File: config.mk
export PLATFORM = sky130hd
export DESIGN_NAME = wkc_wake_up_controller
export DESIGN_NICKNAME = d
export VERILOG_FILES = /design/src/rtl/wkc_wake_up_controller.v
export VERILOG_INCLUDE_DIRS = /design/src /design/src/rtl
export SDC_FILE = /design/constraint.sdc
export NUM_CORES = 1
export LEC_CHECK = 0
export BUFFER_PORTS_ARGS = -buffer_cell sky130_fd_sc_hd__buf_4
export CORE_ASPECT_RATIO = 1.2
export CORE_MARGIN = 5
export CORE_UTILIZATION = 54
export CTS_CLUSTER_SIZE = 25
export DETAILED_ROUTE_END_ITERATION = 8
export PLACE_DENSITY = 0.76
export SLEW_MARGIN = 20
export SYNTH_ARGS = -nofsm -noshare
export SYNTH_HDL_FRONTEND = slang
export SYNTH_SLANG_ARGS = --single-unit
File: constraint.sdc
create_clock -name clk -period 2.52 [get_ports clk]
set_input_delay 0.63 -clock clk [delete_from_list [all_inputs] [get_ports clk]]
set_output_delay 0.63 -clock clk [all_outputs]
set_load 0.02 [all_outputs]
File: src/rtl/wkc_defs.vh
// register offsets, field positions and reset values of the wake-up controller
// What this block does
// - config holds rc osc enable, crystal enable, clock select (1 rc, 0 crystal).
// - config bit keeps retention ram powered in sleep when set, unpowered when cleared.
// - arm bit set lets a timeout wake the chip; cleared, timeouts never wake.
// - reload high byte takes effect only once the low byte is written.
// - timer decrements per prescaler tick; wake event fires when enabled and zero.
// - control bit enables rc oscillator calibration when set.
// - writing 1 to flag-clear clears latched timeout and cold-start flags.
// - status bit shows calibration ended with error, valid with calibration on.
// - status bit shows calibration finished, zero while in progress.
// - status bit shows crystal oscillator settled, valid while it is enabled.
// - status bit mirrors the live crystal oscillator output level.
// - cold-start flag stays set until cleared by flag-clear.
// - timeout flag latches on timeout and holds until flag-clear.
// - live status bit is one only while the counter is zero.
`ifndef WKC_DEFS_VH
`define WKC_DEFS_VH
`define WKC_ADDR_W 10
`define WKC_OFS_CFG_HIGH 10'h30c
`define WKC_OFS_CFG_LOW 10'h30d
`define WKC_OFS_RELOAD_HIGH 10'h30e
`define WKC_OFS_RELOAD_LOW 10'h30f
`define WKC_OFS_FLAG_CLR 10'h310
`define WKC_OFS_STATUS 10'h311
`define WKC_OFS_IRQ_CLR 10'h340
`define WKC_OFS_IRQ_EN 10'h341
`define WKC_OFS_IRQ_STAT 10'h342
`define WKC_CFG_RC_EN 6
`define WKC_CFG_XT_EN 5
`define WKC_CFG_CLKSEL 4
`define WKC_CFG_RAM_EN 3
`define WKC_CFG_ARM 0
`define WKC_FC_CAL_EN 1
`define WKC_FC_CLR 0
`define WKC_ST_CAL_ERR 6
`define WKC_ST_CAL_DONE 5
`define WKC_ST_XT_RDY 4
`define WKC_ST_XT_OUT 3
`define WKC_ST_COLD 2
`define WKC_ST_TO_FLAG 1
`define WKC_ST_TO_LIVE 0
`define WKC_IRQ_TIMEOUT 0
`define WKC_IRQ_WAKE 1
`define WKC_IRQ_CAL_DONE 2
`define WKC_RST_BYTE 8'h00
`endif

File: src/rtl/wkc_wake_up_controller.v
// wake-up controller: config, reload, prescaled 16-bit down timer, status, interrupt
`timescale 1ns/1ps
`include "wkc_defs.vh"
module wkc_wake_up_controller (
  input wire clk,
  input wire rst,
  input wire [9:0] addr,
  input wire [7:0] wdata,
  input wire wr,
  input wire rd,
  output reg [7:0] rdata,
  input wire rc_osc_32k_a,
  input wire xtal_osc_32k,
  input wire xtal32_settled_in,
  input wire rc_cal_done_in,
  input wire rc_cal_error_in,
  input wire cold_start_in,
  output reg rc_osc_enable,
  output reg xtal32_enable,
  output reg rc_cal_enable,
  output reg retention_ram_power_enable,
  output reg wake_request,
  output reg irq
);
  // register state
  reg [7:0] cfg_high_q;
  reg [7:0] cfg_low_q;
  reg [7:0] reload_hi_stage_q;
  reg [15:0] wake_timer_reload_q;
  reg rc_cal_enable_q;
  reg cold_q;
  reg to_flag_q;
  reg [15:0] count_q;
  reg [15:0] pre_q;
  reg [2:0] irq_stat_q;
  reg [2:0] irq_en_q;
  // three-stage synchronisers for the asynchronous oscillator and analog inputs
  reg [2:0] rc_s_q;
  reg [2:0] xt_s_q;
  reg [2:0] xrdy_s_q;
  reg [2:0] cdone_s_q;
  reg [2:0] cerr_s_q;
  reg [2:0] cold_s_q;
  reg rc_f_q;
  reg xt_f_q;
  reg xrdy_f_q;
  reg cdone_f_q;
  reg cerr_f_q;
  reg cold_f_q;
  reg src_prev_q;
  reg cdone_prev_q;

  wire wr_cfg_low = wr && (addr == `WKC_OFS_CFG_LOW);
  wire wr_cfg_high = wr && (addr == `WKC_OFS_CFG_HIGH);
  wire wr_rel_hi = wr && (addr == `WKC_OFS_RELOAD_HIGH);
  wire wr_rel_lo = wr && (addr == `WKC_OFS_RELOAD_LOW);
  wire wr_fc = wr && (addr == `WKC_OFS_FLAG_CLR);
  wire flag_clr = wr_fc && wdata[`WKC_FC_CLR];

  // filtered level changes once stages two and three agree
  always @(posedge clk) begin
    if (rst) begin
      rc_s_q <= 3'h0;
      xt_s_q <= 3'h0;
      xrdy_s_q <= 3'h0;
      cdone_s_q <= 3'h0;
      cerr_s_q <= 3'h0;
      cold_s_q <= 3'h0;
      rc_f_q <= 1'b0;
      xt_f_q <= 1'b0;
      xrdy_f_q <= 1'b0;
      cdone_f_q <= 1'b0;
      cerr_f_q <= 1'b0;
      cold_f_q <= 1'b0;
    end else begin
      rc_s_q <= {rc_s_q[1:0], rc_osc_32k_a};
      xt_s_q <= {xt_s_q[1:0], xtal_osc_32k};
      xrdy_s_q <= {xrdy_s_q[1:0], xtal32_settled_in};
      cdone_s_q <= {cdone_s_q[1:0], rc_cal_done_in};
      cerr_s_q <= {cerr_s_q[1:0], rc_cal_error_in};
      cold_s_q <= {cold_s_q[1:0], cold_start_in};
      if (rc_s_q[2] == rc_s_q[1]) rc_f_q <= rc_s_q[2];
      if (xt_s_q[2] == xt_s_q[1]) xt_f_q <= xt_s_q[2];
      if (xrdy_s_q[2] == xrdy_s_q[1]) xrdy_f_q <= xrdy_s_q[2];
      if (cdone_s_q[2] == cdone_s_q[1]) cdone_f_q <= cdone_s_q[2];
      if (cerr_s_q[2] == cerr_s_q[1]) cerr_f_q <= cerr_s_q[2];
      if (cold_s_q[2] == cold_s_q[1]) cold_f_q <= cold_s_q[2];
    end
  end

  // selected 32 kHz source, rising edge gives one slow tick
  wire src_lvl = cfg_low_q[`WKC_CFG_CLKSEL] ? rc_f_q : xt_f_q;
  wire src_on = cfg_low_q[`WKC_CFG_CLKSEL] ? cfg_low_q[`WKC_CFG_RC_EN]
                                           : cfg_low_q[`WKC_CFG_XT_EN];
  wire slow_tick = src_lvl && !src_prev_q && src_on;

  // prescaler divide selects the timer tick
  reg [15:0] pre_last;
  always @* begin
    case (cfg_high_q[2:0])
      3'h0: pre_last = 16'h0000;
      3'h1: pre_last = 16'h0003;
      3'h2: pre_last = 16'h0007;
      3'h3: pre_last = 16'h000f;
      3'h4: pre_last = 16'h007f;
      3'h5: pre_last = 16'h03ff;
      3'h6: pre_last = 16'h1fff;
      default: pre_last = 16'hffff;
    endcase
  end
  wire tmr_tick = slow_tick && (pre_q >= pre_last);
  wire at_zero = (count_q == 16'h0000);
  wire timeout = tmr_tick && (count_q == 16'h0001);
  wire cdone_rise = cdone_f_q && !cdone_prev_q && rc_cal_enable_q;

  // register writes and config
  always @(posedge clk) begin
    if (rst) begin
      cfg_high_q <= `WKC_RST_BYTE;
      cfg_low_q <= `WKC_RST_BYTE;
      reload_hi_stage_q <= `WKC_RST_BYTE;
      wake_timer_reload_q <= 16'h0000;
      rc_cal_enable_q <= 1'b0;
      irq_en_q <= 3'h0;
    end else begin
      if (wr_cfg_high) cfg_high_q <= wdata;
      if (wr_cfg_low) cfg_low_q <= wdata & 8'h79; // reserved bits kept zero
      if (wr_rel_hi) reload_hi_stage_q <= wdata; // staged only
      if (wr_rel_lo) wake_timer_reload_q <= {reload_hi_stage_q, wdata};
      if (wr_fc) rc_cal_enable_q <= wdata[`WKC_FC_CAL_EN];
      if (wr && addr == `WKC_OFS_IRQ_EN) irq_en_q <= wdata[2:0];
    end
  end

  // prescaler and down counter with reload on expiry
  always @(posedge clk) begin
    if (rst) begin
      pre_q <= 16'h0000;
      count_q <= 16'h0000;
      src_prev_q <= 1'b0;
      cdone_prev_q <= 1'b0;
    end else begin
      src_prev_q <= src_lvl;
      cdone_prev_q <= cdone_f_q;
      if (wr_rel_lo) begin
        count_q <= {reload_hi_stage_q, wdata};
        pre_q <= 16'h0000;
      end else if (tmr_tick) begin
        pre_q <= 16'h0000;
        if (at_zero) count_q <= wake_timer_reload_q;
        else count_q <= count_q - 16'h0001;
      end else if (slow_tick) begin
        pre_q <= pre_q + 16'h0001;
      end
    end
  end

  // sticky flags, set wins over clear
  always @(posedge clk) begin
    if (rst) begin
      cold_q <= 1'b0;
      to_flag_q <= 1'b0;
      irq_stat_q <= 3'h0;
    end else begin
      if (cold_f_q) cold_q <= 1'b1;
      else if (flag_clr) cold_q <= 1'b0;
      if (timeout) to_flag_q <= 1'b1;
      else if (flag_clr) to_flag_q <= 1'b0;
      irq_stat_q <= (irq_stat_q & ~((wr && addr == `WKC_OFS_IRQ_CLR) ? wdata[2:0] : 3'h0))
                    | {cdone_rise, timeout && cfg_low_q[`WKC_CFG_ARM], timeout};
    end
  end

  // outputs one cycle behind their registers, read data one cycle after the strobe
  always @(posedge clk) begin
    if (rst) begin
      rdata <= 8'h00;
      rc_osc_enable <= 1'b0;
      xtal32_enable <= 1'b0;
      rc_cal_enable <= 1'b0;
      retention_ram_power_enable <= 1'b0;
      wake_request <= 1'b0;
      irq <= 1'b0;
    end else begin
      rc_osc_enable <= cfg_low_q[`WKC_CFG_RC_EN];
      xtal32_enable <= cfg_low_q[`WKC_CFG_XT_EN];
      rc_cal_enable <= rc_cal_enable_q;
      retention_ram_power_enable <= cfg_low_q[`WKC_CFG_RAM_EN];
      wake_request <= timeout && cfg_low_q[`WKC_CFG_ARM];
      irq <= |(irq_stat_q & irq_en_q);
      if (rd) begin
        case (addr)
          `WKC_OFS_FLAG_CLR: rdata <= {6'h00, rc_cal_enable_q, 1'b0};
          `WKC_OFS_STATUS: rdata <= {1'b0,
            cerr_f_q && rc_cal_enable_q,
            cdone_f_q && rc_cal_enable_q,
            xrdy_f_q && cfg_low_q[`WKC_CFG_XT_EN],
            xt_f_q,
            cold_q, to_flag_q,
            at_zero};
          `WKC_OFS_IRQ_EN: rdata <= {5'h00, irq_en_q};
          `WKC_OFS_IRQ_STAT: rdata <= {5'h00, irq_stat_q};
          default: rdata <= 8'h00;
        endcase
      end else begin
        rdata <= 8'h00;
      end
    end
  end
endmodule // wkc_wake_up_controller

==> results of run 1 <==
[synthesized netlist by cell type, types with 4 or more instances]
cell	instances
o21ai_0	17
a21oi_1	36
ha_1	20
buf_2	6
xor2_1	16
nand4_1	14
nand3_1	13
o211ai_1	7
nand4b_1	4
or3_1	8
mux2i_1	23
a311oi_1	5
nor3_1	4
dfxtp_1	112
a31oi_1	4
inv_1	11
o21ai_1	13
nor2_1	66
nor2b_1	28
buf_4	4
a211oi_1	16
nand2_1	72
xnor2_1	7
and3_1	10
clkbuf_1	15
[per-layer routing]
| metal | up-vias | part of all wire [%] | wire length [um] | GRT usage, % |
|---|---|---|---|---|
| met5 | - | 0 | 0 | 0 |
| met4 | 0 | 3.0 | 380 | 9.74 |
| met3 | 32 | 4.1 | 518 | 3.52 |
| met2 | 134 | 53 | 6700 | 37.5 |
| met1 | 2080 | 40 | 5160 | 24.9 |
| li1 | 2167 | - | - | - |
[path summary, 6_finish.rpt]
path / from / to / cells past startpoint
setup / recovery: cfg_high_q[1]$_SDFFE_PP0P_ / to_flag_q$_SDFFE_PP0P_ / 9
hold / removal: xt_s_q[0]$_SDFF_PP0_ / xt_s_q[1]$_SDFF_PP0_ / 1
setup reg to reg: cfg_high_q[1]$_SDFFE_PP0P_ / to_flag_q$_SDFFE_PP0P_ / 9
hold reg to reg: xt_s_q[0]$_SDFF_PP0_ / xt_s_q[1]$_SDFF_PP0_ / 1
[what timing repair did]
action                                  in CTS  in global routing
gates cloned                                 0                  1
gates resized for setup                     11                 37
hold endpoints to repair                     0                  0
endpoints found under the setup margin      34                 36
setup buffers                                0                  2
pin swaps                                    6                 10
[through the flow]
| step | std cells | hold WS (ns) | instance area [sq um] | worst slack, ns |
|---|---|---|---|---|
| finish | 767 | 0.444 | 6230 | -0.00714 |
| global route | 767 | 0.461 | 6230 | -0.0923 |
| CTS | 764 | 0.449 | 6040 | 0.00143 |
| detailed placement | 748 | 0.425 | 5700 | -0.0908 |
| global placement | 748 | 0.418 | 5700 | 0.0376 |
| floorplan | 580 | 0.414 | 5120 | 0.0216 |
[power by group]
group | internal, uW | switching, uW | total (uW)
sequential | 1780 | 4.65 | 1780
combinational | 53.6 | 73.8 | 127
clock | 711 | 719 | 1430
total | 2540 | 798 | 3340
[area by class of cell]
cell class	count	area share, %
multi-input cells	428	45.8
flip-flops and latches	112	36.1
repair buffers	77	9.92
clock buffers	9	3.62
well taps	123	2.47
clock inverters	7	1.41
inverters	11	0.663
[worst max-delay path: stages (launching register included)]
cell	delay, ns
dfxtp_4	0.38
nand3_1	0.15
ha_1	0.34
nand4_1	0.18
nor2_2	0.18
or4b_4	0.52
a31oi_4	0.23
buf_6	0.14
nand4_1	0.16
a21oi_1	0.17
[cells by family after synthesis]
kind of cell / synth area share (%)
AO/OA/AOI/OAI: 15.0
flip-flops: 43.9
XOR/XNOR: 3.94
adder cells (fa/ha/maj): 4.89
buffers and inverters: 3.67
AND/OR/NAND/NOR: 24.1
multiplexers: 4.50
other: 0.0734
[flip-flops by register name, summed over array words and instances, names as in the netlist, 3 cells and up]
register,cells
count_q,16
rc_s_q,3
xt_s_q,3
cfg_low_q,5
rdata,7
reload_hi_stage_q,8
cerr_s_q,3
pre_q,16
wake_timer_reload_q,16
cdone_s_q,3
irq_stat_q,3
cold_s_q,3
cfg_high_q,3
irq_en_q,3
xrdy_s_q,3
==> impl_metrics.yaml, run 1 <==
run_status:
  outcome: "complete, but fails checks"
  violations: "negative setup slack"
final_layout:
  nFillCells: 743
  multi_input_area_sq_um: 2850
  finalCoreUtilization_pct: 66.5
  final_cell_mix: "dfxtp_1 (109), nand2_1 (71), buf_4 (71)"
  layout_commonest_cell: "dfxtp_1"
  nNetsFinal: 687
  n_antenna_cell: 0
  area_growth_pct: 21.9
  seqCellArea_sq_um: 2250
  layout-drive-gt1-share_pct: 20.7
setup_path:
  start_kind: "flop"
  r2r_slack_ns: -0.007
  crit_path_max_fanout: 6
  end_kind: "flop"
  cp_data_required_time_ns: 2.81
  crit_type: "flop to flop"
  worstPathArrival_ns: 2.81
place:
  dp_hpwl_um: 8840
  port_buffers: 40
  place_congestion: 0.913
route:
  drt_iter0_markers: 287
  wl_per_cell_um: 16.6
  via_per_inst: 5.75
  drtPass1Iterations: 5
  ant_nets: 0
  drc_errors: 0
  drt-total-wl_um: 12800
  via_count: 4413
grt:
  grt_start_max_net_pins: 46
  grtUsageTotal_pct: 21.1
  grt_antenna_before_repair: 0
  grt_pass1_wl_um: 19600
  grt_pass1_vias: 4131
  grt_overflow: 0
timing:
  final.setup_skew_ns: 0.00843
  setup_viol: 2
  finalCritPeriodShare_pct: 100
  fin_crit_ns: 2.53
  max_freq_mhz: 396
  slew_viol_final: 0
  fin_ws_ns: -0.00714
  rsz0062_at_grt: "yes"
  hold_viol_final: 0
  tns_ns: -0.00922
power:
  cellLeakagePower_uw: 0.00241
  power_uw: 3340
  irDropWorstVdd_mv: 0.399
  p_per_area_nw_per_um2: 536
synthesis:
  ys_warn_count: 0
  seq_area_frac_synth_pct: 43.9
  yosys_register_bits: 112
  postSynthNetCount: 628
  netlist_area_sq_um: 5110
  synth_edf_count: 0
  synthFlopType: "dfxtp_1"
  syn_avg_cell_area_sq_um: 8.81
  synth_top_area_share_pct: 43.9
  synth_cell_types: 62
  netlist_instances: 580
  async_flop_share_pct: 0
  synth_area_leader_cell: "dfxtp_1"
  synth_area_leaders: "dfxtp_1 (44%), nand2_1 (5.3%), ha_1 (4.9%)"
clocking:
  ctsHoldBuffers: 0
  clk_pin_slew_ns: 0.08
  tritoncts: "done"
  cts_made_buffers: 9
  clk_latency_ns: 0.35
  htree_levels: 3
  root_buffer: "clkbuf_16"
  clock_sinks: 112
  cts_buffer_depth: 2
floorplanning:
  dieArea_sq_um: 11500
  io_pins: 42
  die_h_um: 117
  initial_utilization_pct: 54.6
  core_area_sq_um: 9370
  dieWidth_um: 98.8
  row_count: 39
min_path:
  hp-class: "flop to flop"
job:
  cap_violations: 0
(Power assumes the default switching activity.)
==> run 2: changes to the inputs <==
--- a/config.mk
+++ b/config.mk
@@ -7,8 +7,8 @@
 export NUM_CORES = 1
 export LEC_CHECK = 0
 export BUFFER_PORTS_ARGS = -buffer_cell sky130_fd_sc_hd__buf_4
-export CORE_ASPECT_RATIO = 1.2
-export CORE_MARGIN = 5
+export CORE_ASPECT_RATIO = 1.75
+export CORE_MARGIN = 2
 export CORE_UTILIZATION = 54
 export CTS_CLUSTER_SIZE = 25
 export DETAILED_ROUTE_END_ITERATION = 8
==> run 2 against run 1 <==
Effect of this change: the flow still finishes with violations (negative setup slack); sequential share of layout area increased by 0.14 points; via count down 1.9%; register-to-register slack worse by 0.02 ns; global-route usage grew 3.0 points; largest cell class unchanged; largest power group unchanged; highest routed layer unchanged.
==> impl_metrics.yaml, run 2 (synthesis results as in run 1) <==
run_status:
  outcome: "complete, but fails checks"
  violations: "negative setup slack"
place:
  place_congestion: 0.938
  port_buffers: 40
  dp_hpwl_um: 8730
  post_dp_cell_area_sq_um: 5640
  pre_cts_ws_ns: -0.156
grt:
  grt_antenna_before_repair: 0
  grt_pass1_wl_um: 19800
  grtUsageTotal_pct: 24.1
  grt_start_max_net_pins: 55
  grt_overflow: 0
  grt_pass1_vias: 4161
power:
  p_comb_share_pct: 3.8
  irDropWorstVdd_mv: 0.378
  netSwitchingFraction_pct: 24.5
  pwr-share-clk_pct: 43.6
  p_sw_uw: 832
  power.internal_uw: 2560
  cellLeakagePower_uw: 0.00238
  p_seq_share_pct: 52.5
  p_per_area_nw_per_um2: 547
clocking:
  clk_latency_ns: 0.36
  root_buffer: "clkbuf_16"
  cts_buffer_depth: 2
  htree_levels: 3
  ctsHoldBuffers: 0
  clock_sinks: 112
  tritoncts: "done"
  cts_made_buffers: 9
  clk_pin_slew_ns: 0.08
timing:
  fin_ws_ns: -0.0318
  relSlewSlack_pct: 64.2
  hold_viol_final: 0
  tightest_slew_ns: 0.537
  slew_viol_final: 0
  max_freq_mhz: 392
  rsz0062_at_grt: "yes"
  setup_viol: 10
  fin_crit_ns: 2.55
  final.setup_skew_ns: 0.00986
  tns_ns: -0.118
  finalCritPeriodShare_pct: 101
setup_path:
  critPathTopFamily: "simple AND/OR/NAND/NOR gates"
  critPathMaxStageDelay_ns: 0.44
  crit_path_max_fanout: 8
  crit_type: "flop to flop"
  r2r_slack_ns: -0.03
  cp.depth: 9
  worstPathArrival_ns: 2.85
  critical_path_buf_inv_count: 1
  critPathCapture: "pre_q[10]$_SDFFE_PP0P_"
  end_kind: "flop"
  crit_start: "cfg_high_q[2]$_SDFFE_PP0P_"
  crit_chain: "or3_4 -> ha_4 -> nand2b_4 -> a2111oi_4 -> or4b_4 -> a31oi_4 -> or3_4 -> clkbuf_16 -> nor2_2"
  start_kind: "flop"
  cp_data_required_time_ns: 2.82
  reg2reg_to: "pre_q[10]$_SDFFE_PP0P_"
  critPathSlowestCell: "or3_4"
  r2r_start: "cfg_high_q[2]$_SDFFE_PP0P_"
  reg2regPathDepth: 9
  cpMostUsedCell: "or3_4"
floorplanning:
  dieWidth_um: 77.6
  dieArea_sq_um: 10300
  initial_utilization_pct: 54.7
  die_h_um: 133
  core_area_sq_um: 9350
  row_count: 47
  io_pins: 42
route:
  wl_per_cell_um: 16.4
  drt_iter0_markers: 299
  via_per_inst: 5.71
  drtPass1Iterations: 5
  drc_errors: 0
  ant_nets: 0
  drt-total-wl_um: 12400
  via_count: 4329
job:
  cap_violations: 0
final_layout:
  nNetsFinal: 679
  n_antenna_cell: 0
  multi_input_area_sq_um: 2860
  layout-drive-gt1-share_pct: 20.3
  finalCoreUtilization_pct: 66.4
  largestRegisters: "count_q x16, pre_q x16, wake_timer_reload_q x16"
  layout_commonest_cell: "dfxtp_1"
  fin_area_sq_um: 6210
  final_cell_mix: "dfxtp_1 (109), nand2_1 (71), buf_4 (63)"
  nFillCells: 750
  seqCellArea_sq_um: 2250
  area_growth_pct: 21.4
min_path:
  hold-path-cell-count: 1
  hp-class: "flop to flop"
## run 2: power by group through the flow
stage	sequential (uW)	clock [uW]	combinational, uW
2_1_floorplan	1830	0	55.7
3_3_place_gp	1830	0	116
3_5_place_dp	1830	0	118
4_1_cts	1780	1510	120
5_1_grt	1780	1580	140
6_report	1780	1480	131
## run 2: timing repair
item | 4_1_cts | 5_1_grt
setup endpoints to repair | 33 | 36
pin swaps | 5 | 14
resized for setup | 12 | 36
gates cloned | 0 | 1
setup buffers | 0 | 1
## run 2: area by class of cell
type	count	share of cell area [%]
Sequential cell	112	36.3
Clock buffer	9	3.63
Clock inverter	7	1.63
Inverter	11	0.665
Multi-Input combinational cell	428	46.1
Tap cell	122	2.46
Timing Repair Buffer	69	9.21
## run 2: per-stage QoR
stage,instances,power [uW],hold WS [ns]
floorplan,580,1880,0.414
global placement,740,1940,0.420
detailed placement,740,1940,0.426
CTS,756,3410,0.446
global route,758,3500,0.458
finish,758,3390,0.442
## run 2: worst min-delay path by stage
| stage | start | endpoint | slack, ns |
|---|---|---|---|
| 6_report | xrdy_s_q[0]$_SDFF_PP0_ | xrdy_s_q[1]$_SDFF_PP0_ | 0.44 |
| 5_1_grt | cerr_s_q[0]$_SDFF_PP0_ | cerr_s_q[1]$_SDFF_PP0_ | 0.46 |
| 4_1_cts | cerr_s_q[0]$_SDFF_PP0_ | cerr_s_q[1]$_SDFF_PP0_ | 0.45 |
| 3_5_place_dp | cerr_s_q[0]$_SDFF_PP0_ | cerr_s_q[1]$_SDFF_PP0_ | 0.43 |
| 3_3_place_gp | cerr_s_q[0]$_SDFF_PP0_ | cerr_s_q[1]$_SDFF_PP0_ | 0.42 |
| 2_1_floorplan | cdone_s_q[0]$_SDFF_PP0_ | cdone_s_q[1]$_SDFF_PP0_ | 0.41 |
## run 2: routing by layer
metal	track usage, %	share of wire, %	vias up
li1	-	-	2153
met2	44.3	54	92
met3	3.75	3.3	31
met5	0	0	-
met4	11.7	3.7	0
met1	26.3	39	2053
